<file path="config.mk">
export PLATFORM = sky130hd
export DESIGN_NAME = hmi_bank
export DESIGN_NICKNAME = d
export VERILOG_FILES = /design/src/logic/hmi_sync3.v /design/src/logic/hmi_bank.v
export VERILOG_INCLUDE_DIRS = /design/src /design/src/logic
export SDC_FILE = /design/constraint.sdc
export NUM_CORES = 1
export LEC_CHECK = 0
export BUFFER_PORTS_ARGS = -buffer_cell sky130_fd_sc_hd__buf_2
export CORE_ASPECT_RATIO = 1.5
export CORE_MARGIN = 3
export CORE_UTILIZATION = 50
export DETAILED_ROUTE_END_ITERATION = 10
export PLACE_DENSITY = 0.76
export SLEW_MARGIN = 20
export SYNTH_ARGS = -nofsm -noshare
export SYNTH_HDL_FRONTEND = slang
export SYNTH_SLANG_ARGS = --single-unit
</file>
<file path="constraint.sdc">
create_clock -name sys_clk_i -period 2 [get_ports sys_clk_i]
set_clock_uncertainty 0.05 [all_clocks]
set_input_delay 0.4 -clock sys_clk_i [delete_from_list [all_inputs] [get_ports sys_clk_i]]
set_output_delay 0.4 -clock sys_clk_i [all_outputs]
set_load 0.005 [all_outputs]
</file>
<file path="src/logic/hmi_regs.vh">
// Purpose: register map and field constants for the host mac indirect access bank
// Assumes: byte addresses on a 32-bit register port
// Notes: definitions only
`ifndef HMI_REGS_VH
`define HMI_REGS_VH
`define HMI_OFS_DROP_COUNT 8'hA0
`define HMI_OFS_IND_CMD 8'hA4
`define HMI_OFS_IND_DATA 8'hA8
`define HMI_CMD_PENDING_BIT 31
`define HMI_CMD_DIR_BIT 30
`define HMI_CMD_ADDR_MSB 7
`define HMI_RST_DROP_COUNT 32'h00000000
`define HMI_RST_IND_DATA 32'h00000000
`define HMI_RST_IND_ADDR 8'h00
`define HMI_HALFWAY_FROM 32'h7FFFFFFF
`endif

</file>
<file path="src/logic/hmi_sync3.v">
// Purpose: three-flop synchroniser for a level from outside the clock domain
// Assumes: one destination clock
// Notes: stable once second and third stages agree
`timescale 1ns/1ps
`default_nettype none
module hmi_sync3
(
   // clock and reset
   input wire sys_clk_i,
   input wire rst_n_i,
   // level
   input wire d_i,
   output reg q_o
);
   reg s1_reg;
   reg s2_reg;
   reg s3_reg;
   always @(posedge sys_clk_i or negedge rst_n_i)
   begin
      if (!rst_n_i)
      begin
         s1_reg <= 1'b0;
         s2_reg <= 1'b0;
         s3_reg <= 1'b0;
         q_o <= 1'b0;
      end
      else
      begin
         s1_reg <= d_i;
         s2_reg <= s1_reg;
         s3_reg <= s2_reg;
         if (s2_reg == s3_reg)
         begin
            q_o <= s3_reg;
         end
      end
   end
endmodule
`default_nettype wire

</file>
<file path="src/logic/hmi_bank.v">
// Purpose: dropped-frame counter and indirect access port to host mac registers
// Assumes: single clock; mac register array answers with mac_ack_i
// Notes: drop event arrives as a toggle from the mac receive side
`timescale 1ns/1ps
`default_nettype none
`include "hmi_regs.vh"
module hmi_bank
(
   // clock and reset
   input wire sys_clk_i,
   input wire rst_n_i,
   // register port
   input wire reg_rd_i,
   input wire reg_wr_i,
   input wire [7:0] reg_addr_i,
   input wire [31:0] reg_wdata_i,
   output reg [31:0] reg_rdata_o,
   output reg reg_rvalid_o,
   // drop event toggle from receive path, other domain
   input wire drop_toggle_i,
   // halfway status towards interrupt status register bit 23
   output reg drop_count_halfway_irq_o,
   input wire halfway_clear_i,
   // host mac register array
   output reg mac_req_o,
   output reg mac_we_o,
   output reg [7:0] mac_addr_o,
   output reg [31:0] mac_wdata_o,
   input wire mac_ack_i,
   input wire [31:0] mac_rdata_i,
   // status
   output reg access_pending_o
);
   localparam ST_IDLE = 3'b001;
   localparam ST_REQ = 3'b010;
   localparam ST_WAIT = 3'b100;
   // ST_REQ spends one cycle so the request is built from the command just stored

   reg [2:0] state_reg;
   reg [31:0] dropped_frame_count_reg;
   reg direction_read_reg;
   reg [7:0] ind_addr_reg;
   reg [31:0] wr_data_reg;
   reg [31:0] rd_data_reg;
   reg drop_prev_reg;

   wire drop_lvl;
   wire drop_evt;
   wire cnt_rd;
   wire cmd_wr;
   wire data_wr;
   wire start;

   reg [31:0] rdata_next;

   // the drop toggle comes from the receive clock domain
   hmi_sync3 u_drop_sync
   (
      .sys_clk_i(sys_clk_i),
      .rst_n_i(rst_n_i),
      .d_i(drop_toggle_i),
      .q_o(drop_lvl)
   );

   // both edge stages reset low like the idle pin, so reset makes no false drop
   assign drop_evt = drop_lvl ^ drop_prev_reg;
   assign cnt_rd = reg_rd_i && (reg_addr_i == `HMI_OFS_DROP_COUNT);
   // writes while pending are ignored so a misbehaving host cannot corrupt a transfer
   assign cmd_wr = reg_wr_i && (reg_addr_i == `HMI_OFS_IND_CMD) && !access_pending_o;
   assign data_wr = reg_wr_i && (reg_addr_i == `HMI_OFS_IND_DATA) && !access_pending_o;
   assign start = cmd_wr && reg_wdata_i[`HMI_CMD_PENDING_BIT];

   // drop counter; an event in the read cycle survives as the new count of one
   always @(posedge sys_clk_i or negedge rst_n_i)
   begin
      if (!rst_n_i)
      begin
         drop_prev_reg <= 1'b0;
         dropped_frame_count_reg <= `HMI_RST_DROP_COUNT;
         drop_count_halfway_irq_o <= 1'b0;
      end
      else
      begin
         drop_prev_reg <= drop_lvl;
         if (cnt_rd)
         begin
            dropped_frame_count_reg <= {31'h00000000, drop_evt};
         end
         else if (drop_evt)
         begin
            dropped_frame_count_reg <= dropped_frame_count_reg + 32'h00000001;
         end
         // the flag is sticky; only the interrupt status side clears it
         // set wins over clear
         if (drop_evt && !cnt_rd && dropped_frame_count_reg == `HMI_HALFWAY_FROM)
         begin
            drop_count_halfway_irq_o <= 1'b1;
         end
         else if (halfway_clear_i)
         begin
            drop_count_halfway_irq_o <= 1'b0;
         end
      end
   end

   // command and data registers plus access sequencer
   always @(posedge sys_clk_i or negedge rst_n_i)
   begin
      if (!rst_n_i)
      begin
         state_reg <= ST_IDLE;
         access_pending_o <= 1'b0;
         direction_read_reg <= 1'b0;
         ind_addr_reg <= `HMI_RST_IND_ADDR;
         wr_data_reg <= `HMI_RST_IND_DATA;
         rd_data_reg <= `HMI_RST_IND_DATA;
         mac_req_o <= 1'b0;
         mac_we_o <= 1'b0;
         mac_addr_o <= `HMI_RST_IND_ADDR;
         mac_wdata_o <= `HMI_RST_IND_DATA;
      end
      else
      begin
         if (cmd_wr)
         begin
            direction_read_reg <= reg_wdata_i[`HMI_CMD_DIR_BIT];
            ind_addr_reg <= reg_wdata_i[`HMI_CMD_ADDR_MSB:0];
         end
         if (data_wr)
         begin
            wr_data_reg <= reg_wdata_i;
         end
         case (state_reg)
            ST_IDLE:
            begin
               if (start)
               begin
                  access_pending_o <= 1'b1;
                  state_reg <= ST_REQ;
               end
            end
            ST_REQ:
            begin
               mac_req_o <= 1'b1;
               mac_we_o <= !direction_read_reg;
               mac_addr_o <= ind_addr_reg;
               mac_wdata_o <= wr_data_reg;
               state_reg <= ST_WAIT;
            end
            ST_WAIT:
            begin
               // no timeout: a mac array that never answers leaves pending set
               if (mac_ack_i)
               begin
                  mac_req_o <= 1'b0;
                  mac_we_o <= 1'b0;
                  if (direction_read_reg)
                  begin
                     rd_data_reg <= mac_rdata_i;
                  end
                  access_pending_o <= 1'b0;
                  state_reg <= ST_IDLE;
               end
            end
            default:
            begin
               state_reg <= ST_IDLE;
               access_pending_o <= 1'b0;
               mac_req_o <= 1'b0;
               mac_we_o <= 1'b0;
            end
         endcase
      end
   end

   always @*
   begin
      rdata_next = 32'h00000000;
      // reserved command bits and unmapped offsets read as zero
      case (reg_addr_i)
         `HMI_OFS_DROP_COUNT: rdata_next = dropped_frame_count_reg;
         `HMI_OFS_IND_CMD: rdata_next = {access_pending_o, direction_read_reg,
            22'h000000, ind_addr_reg};
         `HMI_OFS_IND_DATA: rdata_next = direction_read_reg ? rd_data_reg : wr_data_reg;
         default: rdata_next = 32'h00000000;
      endcase
   end

   always @(posedge sys_clk_i or negedge rst_n_i)
   begin
      if (!rst_n_i)
      begin
         reg_rdata_o <= 32'h00000000;
         reg_rvalid_o <= 1'b0;
      end
      else
      begin
         // read data is held until the next read so the host may take it late
         reg_rvalid_o <= reg_rd_i;
         if (reg_rd_i)
         begin
            reg_rdata_o <= rdata_next;
         end
      end
   end
endmodule
`default_nettype wire

</file>
==> results of run 1 <==
-- worst max-delay path, delay by kind of cell, from the launching register on --
family	cells	cell delay, ns
simple gates	3	1.24
flops	1	0.37
fa+ha+maj	1	0.22
compound gates	1	0.16
-- through the flow --
stage | power, W | cells | setup WS, ns | hold WS, ns
after floorplan | 0.00502 | 661 | -0.0137 | 0.0544
after global placement | 0.00564 | 1034 | -0.0292 | 0.289
after detailed placement | 0.00574 | 1034 | -0.116 | 0.292
after CTS | 0.00932 | 1073 | -0.0767 | 0.0130
after global routing | 0.00984 | 1079 | -0.174 | 0.0149
final | 0.00941 | 1079 | -0.110 | 0.0272
-- logic make-up after synthesis --
family | synth area share [%]
AO/OA/AOI/OAI | 9.28
XOR/XNOR | 1.04
adder cells (fa/ha/maj) | 0.271
buffers and inverters | 3.77
flip-flops | 57.2
multiplexers | 20.8
AND/OR/NAND/NOR | 7.58
-- power breakdown --
part / switching [W] / internal (W) / leakage [nW]
combinational: 0.000840 / 0.000781 / 2.35
sequential: 0.000212 / 0.00408 / 2.51
clock: 0.00150 / 0.00199 / 0.300
total: 0.00255 / 0.00685 / 5.17
-- path summary, 6_finish.rpt --
| check | start | endpoint | slack (ns) | cells past startpoint |
|---|---|---|---|---|
| min in group asynchronous | rst_n_i | mac_wdata_o[15] | 0.39 | 2 |
| max in group asynchronous | rst_n_i | u_drop_sync.q_o | 0.87 | 3 |
| worst max-delay path | dropped_frame_count_reg[1] | dropped_frame_count_reg[18] | -0.11 | 5 |
| worst min-delay path | drop_toggle_i | u_drop_sync.s1_reg | 0.03 | 1 |
| worst min register to register | u_drop_sync.s1_reg | u_drop_sync.s2_reg | 0.31 | 0 |
| worst max register to register | dropped_frame_count_reg[1] | dropped_frame_count_reg[18] | -0.11 | 5 |
-- final cells by class --
class                           instances  share of cell area (%)
Clock buffer                           17                    3.98
Clock inverter                         15                    1.71
Inverter                               38                    1.34
Multi-Input combinational cell        391                    32.5
Sequential cell                       190                    44.5
Tap cell                              206                    2.41
Timing Repair Buffer                  222                    13.5
-- per-layer routing --
layer / GRT usage (%) / vias up / wire (um)
met5: 0 / - / 0
met4: 9.02 / 0 / 551
met3: 4.46 / 43 / 927
met2: 42.7 / 215 / 11700
met1: 26.4 / 3159 / 7850
li1: - / 2810 / -
-- cells in the mapped netlist, types with 2 or more instances --
cell type,count
a21oi_1,24
or4_1,17
o21ai_0,11
nand2b_1,4
mux2i_1,21
buf_2,7
nor3_1,3
inv_1,38
o22a_1,9
nor2_1,15
nand2_1,17
and4_1,3
o22ai_1,33
nor2b_1,4
mux2_2,135
or3_1,7
dfrtp_1,189
buf_1,11
nor4b_1,3
and3_1,2
o31ai_1,14
clkbuf_1,25
nand4_1,7
nand3_1,11
a22oi_1,22
xnor2_1,7
o21a_1,2
-- what timing repair did --
action,in CTS,in global routing
gates cloned,2,1
buffers inserted,4,5
resized for setup,20,35
endpoints found under the setup margin,19,23
endpoints found under the hold margin,32,0
hold buffers,1,0
pin swaps,15,21
==> impl_metrics.toml, run 1 <==
[place]
cell_area_after_placement_um2 = 9730
finalWeightedCongestion = 0.846
buffer_ports.inserted = 155
place.detailed.hpwl_mm = 14.7

[critical_path]
worstPathRequired_ns = 2.30
worst-setup-path-type = "flop to flop"
critPathMaxFanout = 8
startpoint_type = "flop"
timing.critical_path.to_type = "flop"
slowest_stage = "or4b_4"
cp_slowest_stage_delay_ns = 0.60
cp_cell_sequence = "ha_2 > nand2_4 > or4b_4 > or4_1 > a21oi_1"
timing.critical_path.arrival_ns = 2.41

[finish]
postLayoutCoreUtil_pct = 65.7
finish.instance_area_um2 = 10700
design.final.nets = 940
final_common_cell = "dfrtp_1"
multi_input_area_um2 = 3470
layout-area-overhead-vs-synth_pct = 28.6
drive_gt1_share_pct = 50.4
antennaDiodeCount = 0
final_cell_mix = "dfrtp_1 (187), buf_2 (154), mux2_2 (135)"
layout.area.seq_um2 = 4760
fillerInstances = 1219

[routing]
drt_first_iter_violations = 318
route.vias.total = 6227
detail_route.drc_violations = 0
postRouteAntennaNets = 0
routed_wl_mm = 21.1
vias_per_cell = 5.77
routed_length_per_instance_um = 19.5
firstDrtPassIters = 6

[floorplanning]
die_w_um = 111
core_area_um2 = 16300
rows = 57
starting_density_of_the_core_pct = 51.1
die-area_um2 = 18200
die_h_um = 164
top_level_ports = 156

[synth]
synth_nets = 741
synth_cell_types = 47
synth.largest_area_cell = "dfrtp_1"
synth.yosys.warnings = 0
netlist_top_cells_area = "dfrtp_1 (57%), mux2_2 (18%), mux2i_1 (2.5%)"
ys_ff_latch = 190
ys.flop_type = "dfrtp_1"
syn-instance-count = 661
synth_sequential_area_ratio_pct = 57.2
synthArstFlopShare_pct = 100
yosys.area.top_type_share_pct = 56.9
synth_edf_count = 0
syn_area_um2 = 8310
avgSynthCellArea_um2 = 12.6

[run_status]
outcome = "complete, but fails checks"
failing_checks = "negative setup slack"

[clock_tree]
max-clock-path-buffers = 2
cts_sinks = 190
clk-insertion-delay-late_ns = 0.43
number_of_buffers_added_by_the_clock_tree_synthesis_step = 17
cts_htree_levels = 4
cts-root-buf = "clkbuf_16"
clock_tree_from_tritoncts = "built"
clk_pin_slew_worst_paths_ns = 0.07

[run]
max_cap_viol_count = 0

[global_route]
grt_max_degree = 41
antenna_found_initial = 0
grt_pass1_wl_mm = 33.7
first_global_vias = 6720
grt_remaining_overflow = 0
grt.total_usage_pct = 23.1

[sta]
slew_limit_headroom_pct = 73.6
rsz0062_at_grt = "true"
postLayoutSetupSlackWorst_ns = -0.110
period_needed_ns = 2.11
timing_worst_slew_pin_value_ns = 0.394
timing_hold_violations_final = 0
max_clock_freq_mhz = 474
report.final.slew_viol_count = 0
setup-tns-final_ns = -0.963
final-setup-viol-count = 20
timing.final.crit_share_pct = 105

[power]
power.density_cell_area_nw_per_um2 = 881
vdd_ir_drop_max_uv = 565
power.static_leakage_nw = 5.17

[worst_hold_path]
min-delay-path-class = "input pin to flop"
(Power assumes the default switching activity.)
==> run 2: changes to the inputs <==
--- a/config.mk
+++ b/config.mk
@@ -12,6 +12,8 @@
 export CORE_UTILIZATION = 50
 export DETAILED_ROUTE_END_ITERATION = 10
 export PLACE_DENSITY = 0.76
+export RECOVER_POWER = 100
+export SKIP_LAST_GASP = 1
 export SLEW_MARGIN = 20
 export SYNTH_ARGS = -nofsm -noshare
 export SYNTH_HDL_FRONTEND = slang
==> run 2 against run 1 <==
  * Die area unchanged
  * The flow still finishes with violations (negative setup slack)
  * Combinational power decreased by 4%
  * Largest cell class unchanged
  * Sequential share of layout area increased by 0.94 points
  * Fmax increased by 0.25%
  * Non-clock buffer count decreased by 2
  * Clock power about the same
==> impl_metrics.toml, run 2 (synthesis gave the netlist of run 1 again) <==
[critical_path]
critical-path-top-delay-family = "simple AND/OR/NAND/NOR gates"
startpoint_type = "flop"
critPathLaunch = "u_drop_sync.q_o"
rr_worst_depth = 5
timing.critical_path.arrival_ns = 2.41
worstPathRequired_ns = 2.30
critPathMaxFanout = 8
critical_path_buf_inv_count = 1
slowest_stage = "or4b_4"
timing.critical_path.to_type = "flop"
worst-setup-path-type = "flop to flop"
cp_slowest_stage_delay_ns = 0.57
worstReg2RegStart = "u_drop_sync.q_o"
cp.depth = 5
r2r_path_end = "dropped_frame_count_reg[17]"
cp_cell_sequence = "xnor2_4 > or4b_4 > buf_8 > or4_4 > a21oi_2"
rrSetupSlack_ns = -0.10
worstSetupEndpoint = "dropped_frame_count_reg[17]"

[floorplanning]
rows = 57
top_level_ports = 156
die-area_um2 = 18200
starting_density_of_the_core_pct = 51.1
die_h_um = 164
die_w_um = 111
core_area_um2 = 16300

[worst_hold_path]
worstHoldStart = "drop_toggle_i"
min-delay-path-class = "input pin to flop"

[routing]
firstDrtPassIters = 4
routed_length_per_instance_um = 19.3
vias_per_cell = 5.78
drt_first_iter_violations = 257
routed_wl_mm = 20.7
detail_route.drc_violations = 0
route.vias.total = 6229
postRouteAntennaNets = 0

[finish]
layout-area-overhead-vs-synth_pct = 25.9
antennaDiodeCount = 0
final_common_cell = "dfrtp_1"
final_cells = 1077
final_cell_mix = "dfrtp_1 (187), mux2_2 (134), buf_2 (110)"
layout.area.seq_um2 = 4760
design.final.nets = 938
fillerInstances = 1261
multi_input_area_um2 = 3440
drive_gt1_share_pct = 43.5

[sta]
slew_limit_headroom_pct = 38.4
timing_hold_violations_final = 0
final-setup-viol-count = 20
timing_worst_slew_pin_value_ns = 0.923
report.final.slew_viol_count = 0
period_needed_ns = 2.10
rsz0062_at_grt = "true"
setup-tns-final_ns = -0.795
postLayoutSetupSlackWorst_ns = -0.104
max_clock_freq_mhz = 475
timing.final.crit_share_pct = 105

[global_route]
grt.total_usage_pct = 23.0
grt_pass1_wl_mm = 33.6
grt_max_degree = 41
first_global_vias = 6697
antenna_found_initial = 0
grt_remaining_overflow = 0

[run_status]
outcome = "complete, but fails checks"
failing_checks = "negative setup slack"

[power]
vdd_ir_drop_max_uv = 555
power.static_leakage_nw = 4.89
power.density_cell_area_nw_per_um2 = 892

[clock_tree]
cts_htree_levels = 4
clk-insertion-delay-late_ns = 0.43
max-clock-path-buffers = 2
clk_pin_slew_worst_paths_ns = 0.07
cts_sinks = 190
number_of_buffers_added_by_the_clock_tree_synthesis_step = 17
clock_tree_from_tritoncts = "built"
cts-root-buf = "clkbuf_16"

[place]
place.detailed.hpwl_mm = 14.7
finalWeightedCongestion = 0.846
placed_cells_incl_taps = 1034
buffer_ports.inserted = 155

[run]
max_cap_viol_count = 0
-- run 2: cell count changes in the layout (fill, tap and decap cells not counted), moves of 2 or more --
cell,before,now
buf_12,8,4
buf_2,154,110
buf_4,49,39
buf_6,7,5
clkbuf_1,0,50
clkbuf_2,0,6
clkbuf_4,0,4
o31ai_1,8,10
o31ai_2,6,2
o31ai_4,0,2
-- run 2: how the worst min path moves through the flow --
stage | to | slack, ns | cells past startpoint
after floorplan | access_pending_o | 0.05 | 0
after global placement | mac_wdata_o[15] | 0.29 | 1
after detailed placement | mac_wdata_o[15] | 0.29 | 1
after CTS | u_drop_sync.s1_reg | 0.01 | 1
after global routing | u_drop_sync.s1_reg | 0.01 | 1
final | u_drop_sync.s1_reg | 0.03 | 1
-- run 2: layout make-up --
class                   count  area share (%)
clock buffers              17            4.07
repair buffers            220            12.0
inverters                  38            1.36
flip-flops and latches    190            45.5
multi-input cells         391            32.9
well taps                 206            2.46
clock inverters            15            1.75
-- run 2: routing by layer --
| layer | track usage, % | share of wire [%] | vias up |
|---|---|---|---|
| met3 | 4.35 | 4.5 | 45 |
| met2 | 42.6 | 56 | 209 |
| met1 | 26.3 | 37 | 3161 |
| met4 | 9.08 | 2.7 | 0 |
| met5 | 0 | 0 | - |
| li1 | - | - | 2814 |
-- run 2: timing repair --
item                                    in CTS  in global routing
endpoints found under the setup margin      19                 22
gates resized for setup                     11                 39
pin swaps                                   12                 22
hold buffers                                 1                  0
endpoints found under the hold margin       32                  0
buffers inserted                             4                  4
gates cloned                                 2                  0
-- run 2: per-stage QoR --
step / util, % / power (W) / hold slack (ns) / instance area (um^2) / setup slack (ns)
2_1_floorplan: - / 0.00502 / 0.0544 / 8350 / -0.0137
3_3_place_gp: 59.9 / 0.00564 / 0.289 / 9730 / -0.0292
3_5_place_dp: 59.9 / 0.00574 / 0.292 / 9730 / -0.116
4_1_cts: 64.2 / 0.00930 / 0.0130 / 10400 / -0.0951
5_1_grt: 64.3 / 0.00976 / 0.0148 / 10500 / -0.133
6_report: 64.3 / 0.00933 / 0.0287 / 10500 / -0.104
-- run 2: report_power, final --
part           internal [W]  switching, W  total, W  leakage, nW
Sequential          0.00408      0.000200   0.00428         2.51
Clock               0.00199       0.00150   0.00349        0.300
Combinational      0.000740      0.000820   0.00156         2.08
